==> src/rtl/scpm_pkg.sv <==
// package for the system clock and power mode controller
package scpm_pkg;

    // register addresses on the plain register port
    localparam logic [7:0] SCPM_ADDR_CLK_MODE = 8'h00;   // clock_mode_control
    localparam logic [7:0] SCPM_ADDR_CTRL     = 8'h01;   // idle keep and watchdog request
    localparam logic [7:0] SCPM_ADDR_STATUS   = 8'h02;   // current operating mode, one-hot

    // clock_mode_control field positions
    localparam int SCPM_POS_DIV_LSB  = 5;                // clock_divide_field is bits 7..5
    localparam int SCPM_POS_LOW_RDY  = 3;                // low_osc_ready_flag
    localparam int SCPM_POS_HIGH_RDY = 2;                // high_osc_ready_flag
    localparam int SCPM_POS_IDLE_SEL = 1;                // halt_idle_select
    localparam int SCPM_POS_HL_SEL   = 0;                // high_low_select

    // second control register field positions
    localparam int SCPM_POS_KEEP     = 0;                // idle_clock_keep
    localparam int SCPM_POS_WDT_REQ  = 1;                // software watchdog enable

    // values after reset
    localparam logic [2:0] SCPM_RST_DIV      = 3'h0;
    localparam logic       SCPM_RST_IDLE_SEL = 1'b1;
    localparam logic       SCPM_RST_HL_SEL   = 1'b1;
    localparam logic [7:0] SCPM_RST_CTRL     = 8'h00;

    // divide codes at or below this value select the sub clock while high_low_select is low
    localparam logic [2:0] SCPM_DIV_SUB_MAX  = 3'h1;
    // shift base: divide code 7 gives ratio 2, code 2 gives ratio 64
    localparam logic [3:0] SCPM_SHIFT_BASE   = 4'h8;

    // writable fields of clock_mode_control
    typedef struct packed {
        logic [2:0] clock_divide_field;
        logic       halt_idle_select;
        logic       high_low_select;
    } scpm_clk_mode_type;

    // operating modes, one-hot
    typedef enum logic [4:0] {
        SCPM_NORMAL   = 5'b00001,
        SCPM_SLOW     = 5'b00010,
        SCPM_SLEEP    = 5'b00100,
        SCPM_IDLE_OFF = 5'b01000,
        SCPM_IDLE_ON  = 5'b10000
    } scpm_mode_type;

endpackage

==> src/rtl/scpm_divider.sv <==
// divider that turns fast oscillator ticks into the divided high-speed tick
`timescale 1ns/1ps
module scpm_divider
    import scpm_pkg::*;
#(
    parameter int CNT_W = 6                      // log2 of the largest ratio
)
(
    // clock and control
    input  wire logic             ref_clk,
    input  wire logic             srst,
    input  wire logic             ce,
    // divider control
    input  wire logic             run,           // low while the fast oscillator is stopped
    input  wire logic [2:0]       shift,         // ratio is two to this power
    input  wire logic             high_tick,     // one tick per fast oscillator period
    // result
    output logic                  div_tick
);

    // a ratio above two to the seventh needs a shift wider than three bits
    initial
    begin
        if (CNT_W < 1 || CNT_W > 7)
            $error("scpm_divider: CNT_W out of range");
    end

    logic [CNT_W-1:0] count;                     // fast ticks seen so far
    wire  [CNT_W-1:0] mask;                      // low bits that must be all ones

    assign mask     = CNT_W'((1 << shift) - 1);
    assign div_tick = run && high_tick && ((count & mask) == mask);

    // counter restarts while stopped so the first divided tick is a full period
    always_ff @(posedge ref_clk)
    begin
        if (srst || (ce && !run))
            count <= '0;
        else if (ce && high_tick)
            count <= CNT_W'(count + 1'b1);
    end

endmodule

==> src/rtl/scpm_top.sv <==
// system clock selection and operating mode controller
//
// Notes on behaviour
// - system clock from high or sub clock
// - high-speed source is fast internal oscillator
// - sub source fixed by build option
// - divided high clock from two to sixty-four
// - switching to sub stops fast oscillator
// - exactly five operating modes
// - normal mode runs divided fast clock
// - slow mode uses sub, high off
// - halt with idle select low sleeps
// - sleep forces watchdog off
// - halt, idle high, keep low: clock-off idle
// - halt, idle and keep high: clock-on idle
// - clock-on idle keeps peripherals clocked
// - ready flags and control register reset to zero; clock_mode_control resets to 03
//
// The implementer's own choices: the register offsets and the plain strobed port.
`timescale 1ns/1ps
module scpm_top
    import scpm_pkg::*;
#(
    parameter bit SUB_FROM_CRYSTAL = 1'b0,       // build option: sub clock from crystal
    parameter int DIV_W            = 6           // divider width, ratio up to 64
)
(
    // clock, reset and enable
    input  wire logic       ref_clk,
    input  wire logic       srst,
    input  wire logic       ce,
    // register port
    input  wire logic [7:0] reg_addr,
    input  wire logic [7:0] reg_wdata,
    input  wire logic       reg_wr,
    input  wire logic       reg_rd,
    output logic      [7:0] reg_rdata,
    // cpu side
    input  wire logic       halt_req,            // one-cycle pulse on a halt instruction
    input  wire logic       wake_req,            // one-cycle pulse from any wake source
    // oscillator ticks and stability
    input  wire logic       fast_osc_tick,
    input  wire logic       slow_internal_tick,
    input  wire logic       slow_crystal_tick,
    input  wire logic       fast_osc_stable,
    input  wire logic       slow_osc_stable,
    // oscillator and clock controls
    output logic            fast_osc_enable,
    output logic            slow_internal_enable,
    output logic            slow_crystal_enable,
    output logic            high_clock_avail,    // divided high clocks usable by peripherals
    output logic            cpu_tick,            // system tick gated to the cpu
    output logic            periph_tick,         // system tick to peripherals
    output logic            sub_tick,            // sub clock tick to timers
    output logic            watchdog_enable,
    output scpm_mode_type   mode
);

    initial
    begin
        if (DIV_W != 6)
            $error("scpm_top: only a six-bit divider is supported");
    end

    // registers
    scpm_clk_mode_type clk_mode;                 // writable part of clock_mode_control
    logic              low_osc_ready_flag;       // sub oscillator stable
    logic              high_osc_ready_flag;      // fast oscillator stable
    logic [7:0]        ctrl;                     // idle keep and watchdog request
    scpm_mode_type     next_mode;

    // address decode
    wire sel_mode   = (reg_addr == SCPM_ADDR_CLK_MODE);
    wire sel_ctrl   = (reg_addr == SCPM_ADDR_CTRL);
    wire sel_status = (reg_addr == SCPM_ADDR_STATUS);
    wire wr_mode    = ce && reg_wr && sel_mode;
    wire wr_ctrl    = ce && reg_wr && sel_ctrl;

    // field views
    wire idle_clock_keep = ctrl[SCPM_POS_KEEP];
    wire wdt_request     = ctrl[SCPM_POS_WDT_REQ];
    wire high_low_select = clk_mode.high_low_select;
    wire [2:0] clock_divide_field = clk_mode.clock_divide_field;
    // the sub oscillator runs in every mode but sleep; the ready flag needs it early
    wire sub_enable = (mode != SCPM_SLEEP);

    // full read image of clock_mode_control, bit 4 reads zero
    wire [7:0] mode_image = {clock_divide_field, 1'b0, low_osc_ready_flag,
                             high_osc_ready_flag, clk_mode.halt_idle_select,
                             high_low_select};

    // status is a read-only window on the mode register for software
    // read data multiplexer; unmapped addresses read zero
    wire [7:0] read_mux = sel_mode   ? mode_image :
                          sel_ctrl   ? ctrl :
                          sel_status ? {3'h0, mode} : 8'h00;

    // writes touch only the writable fields; ready flags ignore them
    always_ff @(posedge ref_clk)
    begin
        if (srst)
        begin
            clk_mode <= '{SCPM_RST_DIV, SCPM_RST_IDLE_SEL, SCPM_RST_HL_SEL};
            ctrl     <= SCPM_RST_CTRL;
        end
        else
        begin
            if (wr_mode)
                clk_mode <= '{reg_wdata[7:SCPM_POS_DIV_LSB], reg_wdata[SCPM_POS_IDLE_SEL],
                              reg_wdata[SCPM_POS_HL_SEL]};
            if (wr_ctrl)
                ctrl <= {6'h00, reg_wdata[SCPM_POS_WDT_REQ], reg_wdata[SCPM_POS_KEEP]};
        end
    end

    // ready flags follow stability of an enabled oscillator only
    // they lag stability by one cycle; the block never waits for them, so
    // software polls them before it switches to a freshly started oscillator
    always_ff @(posedge ref_clk)
    begin
        if (srst)
        begin
            low_osc_ready_flag  <= 1'b0;
            high_osc_ready_flag <= 1'b0;
        end
        else if (ce)
        begin
            low_osc_ready_flag  <= sub_enable && slow_osc_stable;
            high_osc_ready_flag <= fast_osc_enable && fast_osc_stable;
        end
    end

    // read data stand one cycle after the strobe, and only then
    always_ff @(posedge ref_clk)
    begin
        if (srst)
            reg_rdata <= 8'h00;
        else if (ce)
            reg_rdata <= reg_rd ? read_mux : 8'h00;
    end

    // clock selection
    // codes 000 and 001 with the low select pick the sub clock
    wire use_sub = !high_low_select && (clock_divide_field <= SCPM_DIV_SUB_MAX);
    // ratio: undivided when high select is set, else two to the shift
    wire [3:0] shift_wide = SCPM_SHIFT_BASE - {1'b0, clock_divide_field};
    wire [2:0] div_shift  = high_low_select ? 3'h0 : shift_wide[2:0];

    // the high-speed clock exists only while the fast oscillator runs
    // going back from sub to high restarts the oscillator; the divided tick then
    // waits for real oscillator ticks, so no short period reaches the cpu
    wire fast_run = (mode == SCPM_NORMAL) ||
                    ((mode == SCPM_IDLE_ON) && !use_sub);
    wire div_tick;

    // divided fast oscillator tick
    scpm_divider #(
        .CNT_W     (DIV_W)
    ) scpm_divider_inst (
        .ref_clk   (ref_clk),
        .srst      (srst),
        .ce        (ce),
        .run       (fast_run),
        .shift     (div_shift),
        .high_tick (fast_osc_tick),              // only the fast internal oscillator
        .div_tick  (div_tick)
    );

    // sub source fixed at build time, never switched by software
    wire sub_src_tick = SUB_FROM_CRYSTAL ? slow_crystal_tick : slow_internal_tick;
    wire sub_live     = sub_enable && sub_src_tick;
    wire sys_tick     = use_sub ? sub_live : div_tick;

    // cpu runs in normal and slow; peripherals also in clock-on idle
    wire cpu_on    = (mode == SCPM_NORMAL) || (mode == SCPM_SLOW);
    wire periph_on = cpu_on || (mode == SCPM_IDLE_ON);

    assign cpu_tick             = ce && cpu_on && sys_tick;
    assign periph_tick          = ce && periph_on && sys_tick;
    assign sub_tick             = ce && sub_live;
    assign fast_osc_enable      = fast_run;
    assign high_clock_avail     = fast_run;
    assign slow_internal_enable = sub_enable && !SUB_FROM_CRYSTAL;
    assign slow_crystal_enable  = sub_enable && SUB_FROM_CRYSTAL;
    // watchdog follows software except in sleep, where hardware forces it off
    // the request bit itself is kept, so the watchdog resumes on wake
    assign watchdog_enable      = wdt_request && (mode != SCPM_SLEEP);

    // mode machine
    // running modes follow the clock selection; halt chooses the low-power mode
    // a halt that meets a register write uses the old fields, so software
    // sets the selection at least one instruction ahead of the halt
    always_comb
    begin
        next_mode = mode;
        unique case (mode)
            SCPM_NORMAL, SCPM_SLOW:
            begin
                if (halt_req)
                begin
                    if (!clk_mode.halt_idle_select)
                        next_mode = SCPM_SLEEP;
                    else if (!idle_clock_keep)
                        next_mode = SCPM_IDLE_OFF;
                    else
                        next_mode = SCPM_IDLE_ON;
                end
                else
                    next_mode = use_sub ? SCPM_SLOW : SCPM_NORMAL;
            end
            SCPM_SLEEP, SCPM_IDLE_OFF, SCPM_IDLE_ON:
            begin
                if (wake_req)
                    next_mode = use_sub ? SCPM_SLOW : SCPM_NORMAL;
            end
            default:
                next_mode = SCPM_NORMAL;                               // illegal code recovers
        endcase
    end

    // mode register; reset selection is undivided high clock, hence normal
    always_ff @(posedge ref_clk)
    begin
        if (srst)
            mode <= SCPM_NORMAL;
        else if (ce)
            mode <= next_mode;
    end
endmodule

==> config.mk <==
export PLATFORM = sky130hd
export DESIGN_NAME = scpm_top
export DESIGN_NICKNAME = d
export VERILOG_FILES = /design/src/rtl/scpm_pkg.sv /design/src/rtl/scpm_divider.sv /design/src/rtl/scpm_top.sv
export SDC_FILE = /design/constraint.sdc
export NUM_CORES = 1
export LEC_CHECK = 0
export BUFFER_PORTS_ARGS = -buffer_cell sky130_fd_sc_hd__clkbuf_2
export CORE_ASPECT_RATIO = 1.75
export CORE_MARGIN = 8
export CORE_UTILIZATION = 50
export CTS_CLUSTER_DIAMETER = 50
export DETAILED_ROUTE_END_ITERATION = 10
export PLACE_DENSITY_LB_ADDON = 0.25
export SLEW_MARGIN = 20
export SYNTH_ARGS = -nofsm -noshare
export SYNTH_HDL_FRONTEND = slang
export SYNTH_SLANG_ARGS = --single-unit
==> constraint.sdc <==
create_clock -name ref_clk -period 3.9 [get_ports ref_clk]
set_input_delay 0.78 -clock ref_clk [delete_from_list [all_inputs] [get_ports ref_clk]]
set_output_delay 0.78 -clock ref_clk [all_outputs]
set_load 0.05 [all_outputs]
### Yosys cells after proc, flatten, opt, wreduce, memory -nomap -nowiden

Index checks and enable logic that the tools add are counted.

* equality and inequality tests: 10
* shifts and indexed selects: 1
* add/sub/neg operators: 3
* multiplexer cells: 12
* bitwise gates (word level): 1
* $lt $le $gt $ge: 1
* reduce and logical (&&, ||, !) cells: 29

Operators with widths (count)
* two-way mux 5 bit: 6
* logical AND 1 bit: 18
* two-way mux 8 bit: 2
* case mux 5 bit (2 select lines): 1
* == test 8 x 1 -> 1 bit, second input constant: 1
* == test 8 x 2 -> 1 bit, second input constant: 1
* zero test 8 bit: 1
* adder 6 x 1 -> 6 bit, second input constant: 1
* bitwise AND 6 bit: 1
* == test 6 bit: 1
* left shift 1 x 3 -> 6 bit, first input constant: 1
* subtractor 6 x 2 -> 6 bit, second input constant: 1
* == test 5 x 1 -> 1 bit, second input constant: 1
* == test 5 x 2 -> 1 bit, second input constant: 1
* == test 5 x 3 -> 1 bit, second input constant: 1
* == test 5 x 4 -> 1 bit, second input constant: 1
* == test 5 bit, second input constant: 1
* inequality test 5 x 3 -> 1 bit, second input constant: 1
* logical OR 1 bit: 4
* less-or-equal comparator 3 x 1 -> 1 bit, second input constant: 1
* zero test 1 bit: 3
* two-way mux 3 bit: 1
* OR reduction 3 bit: 1
* subtractor 1 x 3 -> 3 bit, first input constant: 1
* 5 further kinds: 5

* flip-flop bits (word level): 28

### Depth between registers and ports, before layout

* depth in word-level cells: 9
* mapped depth: 11

### By module

Synthesis repeated with hierarchy kept, for this count alone.

* cells, all modules: 198
* area, all modules: 1674.1 sq um

Modules (own cells, without submodules)
* scpm_top: area an instance 1346.3 sq um, sequential area each 440.4 sq um, instances 1, cells each 158
* scpm_divider: area an instance 327.8 sq um, sequential area each 120.1 sq um, instances 1, cells each 40

### Worst setup path before layout

OpenSTA, ideal clock, no wires.

* kind: reg-to-output
* start: register clk_mode, in the netlist clock_divide_field[0]
* end: output port cpu_tick
* setup slack: -0.299 ns
* path buffers: 1
* stages on the path, launching flop included: 12
* arrival: 3.419 ns
* data required time: 3.120 ns
* cells stage by stage: dfxtp_1 clkbuf_1 inv_1 ha_1 xor2_1 nand3_1 ha_1 nor2_1 or4_1 or4_1 o31a_1 nor2_1

* cells in the longest elaborated chain, start to end: 9
* elaborated cells between the ends (all ways): 15
* classes of those cells: add/sub (2); order compare (1); eq/ne (1); shift (1); mux (2); bitwise (1); reduce/logical (7)

Ends and longest elaborated chain
* from (decl): RTL line scpm_top.sv:66 `scpm_clk_mode_type clk_mode;`
* from (signal assigned): RTL line scpm_top.sv:103 `clk_mode <= '{SCPM_RST_DIV, SCPM_RST_IDLE_SEL, SCPM_RST_HL_SEL};`
* from (signal assigned): RTL line scpm_top.sv:109 `clk_mode <= '{reg_wdata[7:SCPM_POS_DIV_LSB], reg_wdata[SCPM_POS_IDLE_SEL],`
* subtractor 1 x 3 -> 3 bit or less-or-equal comparator 3 x 1 -> 1 bit (tied branches): RTL line scpm_top.sv:146, scpm_top.sv:144
* two-way mux 3 bit or logical AND 1 bit (tied branches): RTL line scpm_top.sv:147, scpm_top.sv:144
* left shift 1 x 3 -> 6 bit or zero test 1 bit (tied branches): RTL line scpm_divider.sv:31, scpm_top.sv:153
* subtractor 6 x 2 -> 6 bit or logical AND 1 bit (tied branches): RTL line scpm_divider.sv:31, scpm_top.sv:153
* bitwise AND 6 bit or logical OR 1 bit (tied branches): RTL line scpm_divider.sv:32, scpm_top.sv:152
* == test 6 bit or logical AND 1 bit (tied branches): RTL line scpm_divider.sv:32 `assign div_tick = run && high_tick && ((count & mask) == mask);`
* logical AND 1 bit: RTL line scpm_divider.sv:32
* two-way mux 1 bit *: RTL line scpm_top.sv:172 `wire sys_tick = use_sub ? sub_live : div_tick;`
* logical AND 1 bit *: RTL line scpm_top.sv:178 `assign cpu_tick = ce && cpu_on && sys_tick;`
* to (decl): RTL line scpm_top.sv:52 `output logic cpu_tick,`

Mark *: on every way between the ends. The rest lies on a longest branch, timed or not.

### Worst setup path in the final report

* start: register clk_mode, in the netlist clock_divide_field[1]
* end: output port cpu_tick

Same word-level chain as after synthesis.

==> impl_metrics.yaml <==
drt:
  wire_per_inst_um: 16.4
  detail_route.first_pass.iterations: 4
  drc: 0
  ant_nets: 0
  routed_wl_um: 4180
  vias: 1526
  via_per_inst: 5.98
  drt_iter0_drc: 49
cells_and_area:
  n_fill_cell: 262
  finalNonFillerCells: 255
  postLayoutCoreUtil_pct: 65.1
  drive_gt1_share_pct: 27.8
  multi_input_area_um2: 936
  final_nets: 260
  most-common-layout-cells: "clkbuf_2, dfxtp_1, nor2_1"
  antenna_cells: 0
  final_common_cell: "clkbuf_2"
  area_delta_synth_final_pct: 23.5
  register_area_um2: 562
worst_setup_path:
  worstSetupPathType: "flop to output pin"
  r2r_slack_ns: 1.60
  cp_top_family: "simple AND/OR/NAND/NOR gates"
  cp_num_buf_inv: 2
  cp.arrival_ns: 3.01
  worstSetupPathDepth: 11
  worstSetupStartpoint: "clock_divide_field[1]"
  end_kind: "output pin"
  timing.rr.start: "clock_divide_field[0]"
  crit_slowest_cell: "or4_1"
  timing.rr.end: "high_osc_ready_flag"
  cpMostUsedCell: "or4_1"
  cpPeakStageDelay_ns: 0.48
  worstPathCellList: "inv_1, ha_4, xor2_4, nand3_1, ha_1, nor2_1, or4_1, or4_1, o31a_1, nor2_2, buf_12"
  crit_required_ns: 3.12
  reg2reg_depth: 7
  cp-start-kind: "flop"
  crit_fanout: 4
  cp-endpoint: "cpu_tick"
pwr:
  p_leak_nw: 0.796
  power_switching_share_pct: 24.3
  ir_worst_vdd_mv: 0.220
  p_switching_mw: 0.147
  power.total_mw: 0.607
  comb_power_share_pct: 14.8
  power.internal_mw: 0.460
  p_clk_share_pct: 36.4
  power_density_nw_per_um2: 319
  p_seq_share_pct: 48.7
min_path:
  min_path_type: "flop to flop"
clock_tree:
  cts_made_buffers: 3
  path_clk_slew_ns: 0.09
  clock_latency_ns: 0.26
  clock_path_buffers: 2
  cts_hold_buf: 0
  cts_htree_levels: 1
  cts_root_buf: "clkbuf_8"
  cts_tree: "built"
  cts.sinks: 28
timing:
  timing.fmax_mhz: 264
  slew_headroom_pct: 36.6
  timing.final.crit_share_pct: 97.1
  finalSetupViolCount: 0
  hold_viol: 0
  clock_skew_ns: 0.00302
  slew_viol_final: 0
  fin_ws_ns: 0.112
  post-route-min-period_ns: 3.79
  tightest_slew_ns: 0.938
  fin_hold_ws_ns: 0.459
floorplan:
  initial_core_util_pct: 52.7
  ioPinCount: 49
  rows: 26
  coreArea_um2: 2930
  dieArea_um2: 5190
  die_y_um: 89.5
  die_w_um: 58.0
global_route:
  grt_pass1_wl_um: 6780
  grt_max_degree: 23
  antenna_found_initial: 0
  first_global_vias: 1477
  grt_use_total_pct: 16.2
  overflow: 0
synth:
  synthArstFlopShare_pct: 0
  synth-edff-count: 0
  synth_area_um2: 1540
  postSynthNetCount: 221
  avgSynthCellArea_um2: 8.16
  synth_cell_types: 47
  yosys_warnings: 0
  ys_seq_elements: 28
  ys.flop_type: "dfxtp_1"
  synthCells: 189
  seq_area_frac_synth_pct: 36.3
run_status:
  outcome: "completed"
flow_run:
  maxCapViolations: 0
place:
  dp.cells: 249
  dp_hpwl_um: 3200
  pre_cts_slack_ns: 0.211
  gp_congestion: 0.897
  port_buffers: 43
-- power groups by stage --
stage	Clock, mW	Combinational, mW	Sequential (mW)
global route	0.239	0.0966	0.296
finish	0.221	0.0900	0.296
floorplan	0	0.0580	0.303
detailed placement	0	0.0894	0.302
CTS	0.226	0.0900	0.296
global placement	0	0.0876	0.302
-- registers in the layout, summed over array words and instances, names as in the netlist --
register	count
reg_rdata	8
scpm_divider_inst.count	6
mode	5
clock_divide_field	3
ctrl	2
clk_mode	1
high_low_select	1
high_osc_ready_flag	1
low_osc_ready_flag	1
-- worst min-delay path by stage --
stage                       startpoint            endpoint  slack [ns]  cells after the start
CTS                 low_osc_ready_flag  low_osc_ready_flag        0.46                      2
floorplan           low_osc_ready_flag  low_osc_ready_flag        0.43                      2
finish              low_osc_ready_flag  low_osc_ready_flag        0.46                      2
detailed placement  low_osc_ready_flag  low_osc_ready_flag        0.45                      2
global route        low_osc_ready_flag  low_osc_ready_flag        0.50                      2
global placement    low_osc_ready_flag  low_osc_ready_flag        0.44                      2
-- cell type report --
type	instances	share of cell area, %
Clock buffer	3	2.17
Clock inverter	1	1.58
Inverter	5	0.985
Multi-Input combinational cell	142	49.1
Sequential cell	28	29.5
Tap cell	28	1.84
Timing Repair Buffer	48	14.8
-- worst reg2reg max path, stage by stage (launching register included) --
cell      delay [ns]
dfxtp_1         0.34
buf_4           0.18
ha_1            0.16
o21ba_2         0.15
nor3_1          0.45
o32ai_1         0.26
o21bai_1        0.53
nor2_1          0.11
-- metal layers --
layer | track usage [%] | vias up | routed length [um]
met5 | 0 | - | 0
met4 | 4.26 | 0 | 37
met3 | 3.89 | 4 | 291
met2 | 30.4 | 53 | 2230
met1 | 17.4 | 726 | 1610
li1 | - | 743 | -
-- metrics by stage --
step                      setup TNS (ns)  cell area, um^2
after floorplan                   -0.102             1550
after global placement                 0             1780
after detailed placement               0             1780
after CTS                              0             1860
after global routing            -0.00701             1910
final                                  0             1910
-- cell families after synthesis --
logic type / count (synthesis) / share of synthesized area [%]
muxes: 8 / 5.19
xor gates and xnor gates: 9 / 5.11
DFF: 28 / 36.3
AOI/OAI and AO/OA: 39 / 17.1
other: 1 / 0.243
buffers and inverters: 19 / 6.16
and+or+nand+nor: 81 / 26.6
adders and majority gates: 4 / 3.24
-- timing repair --
item	CTS	global route
pin swaps	1	2
setup endpoints to repair	2	2
resized for setup	4	3
buffers inserted	0	2
-- synth_stat cells, types with 2 or more instances --
cell | instances | share of area [%]
dfxtp_1 | 28 | 36
nor2_1 | 27 | 6.6
nand2_1 | 16 | 3.9
a21oi_1 | 11 | 3.6
clkbuf_1 | 9 | 2.2
mux2i_1 | 8 | 5.2
nand3_1 | 8 | 2.6
xor2_1 | 6 | 3.4
inv_1 | 5 | 1.2
nand4_1 | 5 | 2.0
o21ai_0 | 5 | 1.6
a22oi_1 | 4 | 1.9
and3_1 | 4 | 1.6
ha_1 | 4 | 3.2
or4_1 | 4 | 1.9
a211oi_1 | 3 | 1.5
nor2b_1 | 3 | 1.2
xnor2_1 | 3 | 1.7
a211o_1 | 2 | 1.1
a222oi_1 | 2 | 1.3
and2_1 | 2 | 0.81
buf_4 | 2 | 0.97
buf_6 | 2 | 1.5
nor4_1 | 2 | 0.81
o21bai_1 | 2 | 0.97
No activity file was read; power rests on OpenSTA's default activity.
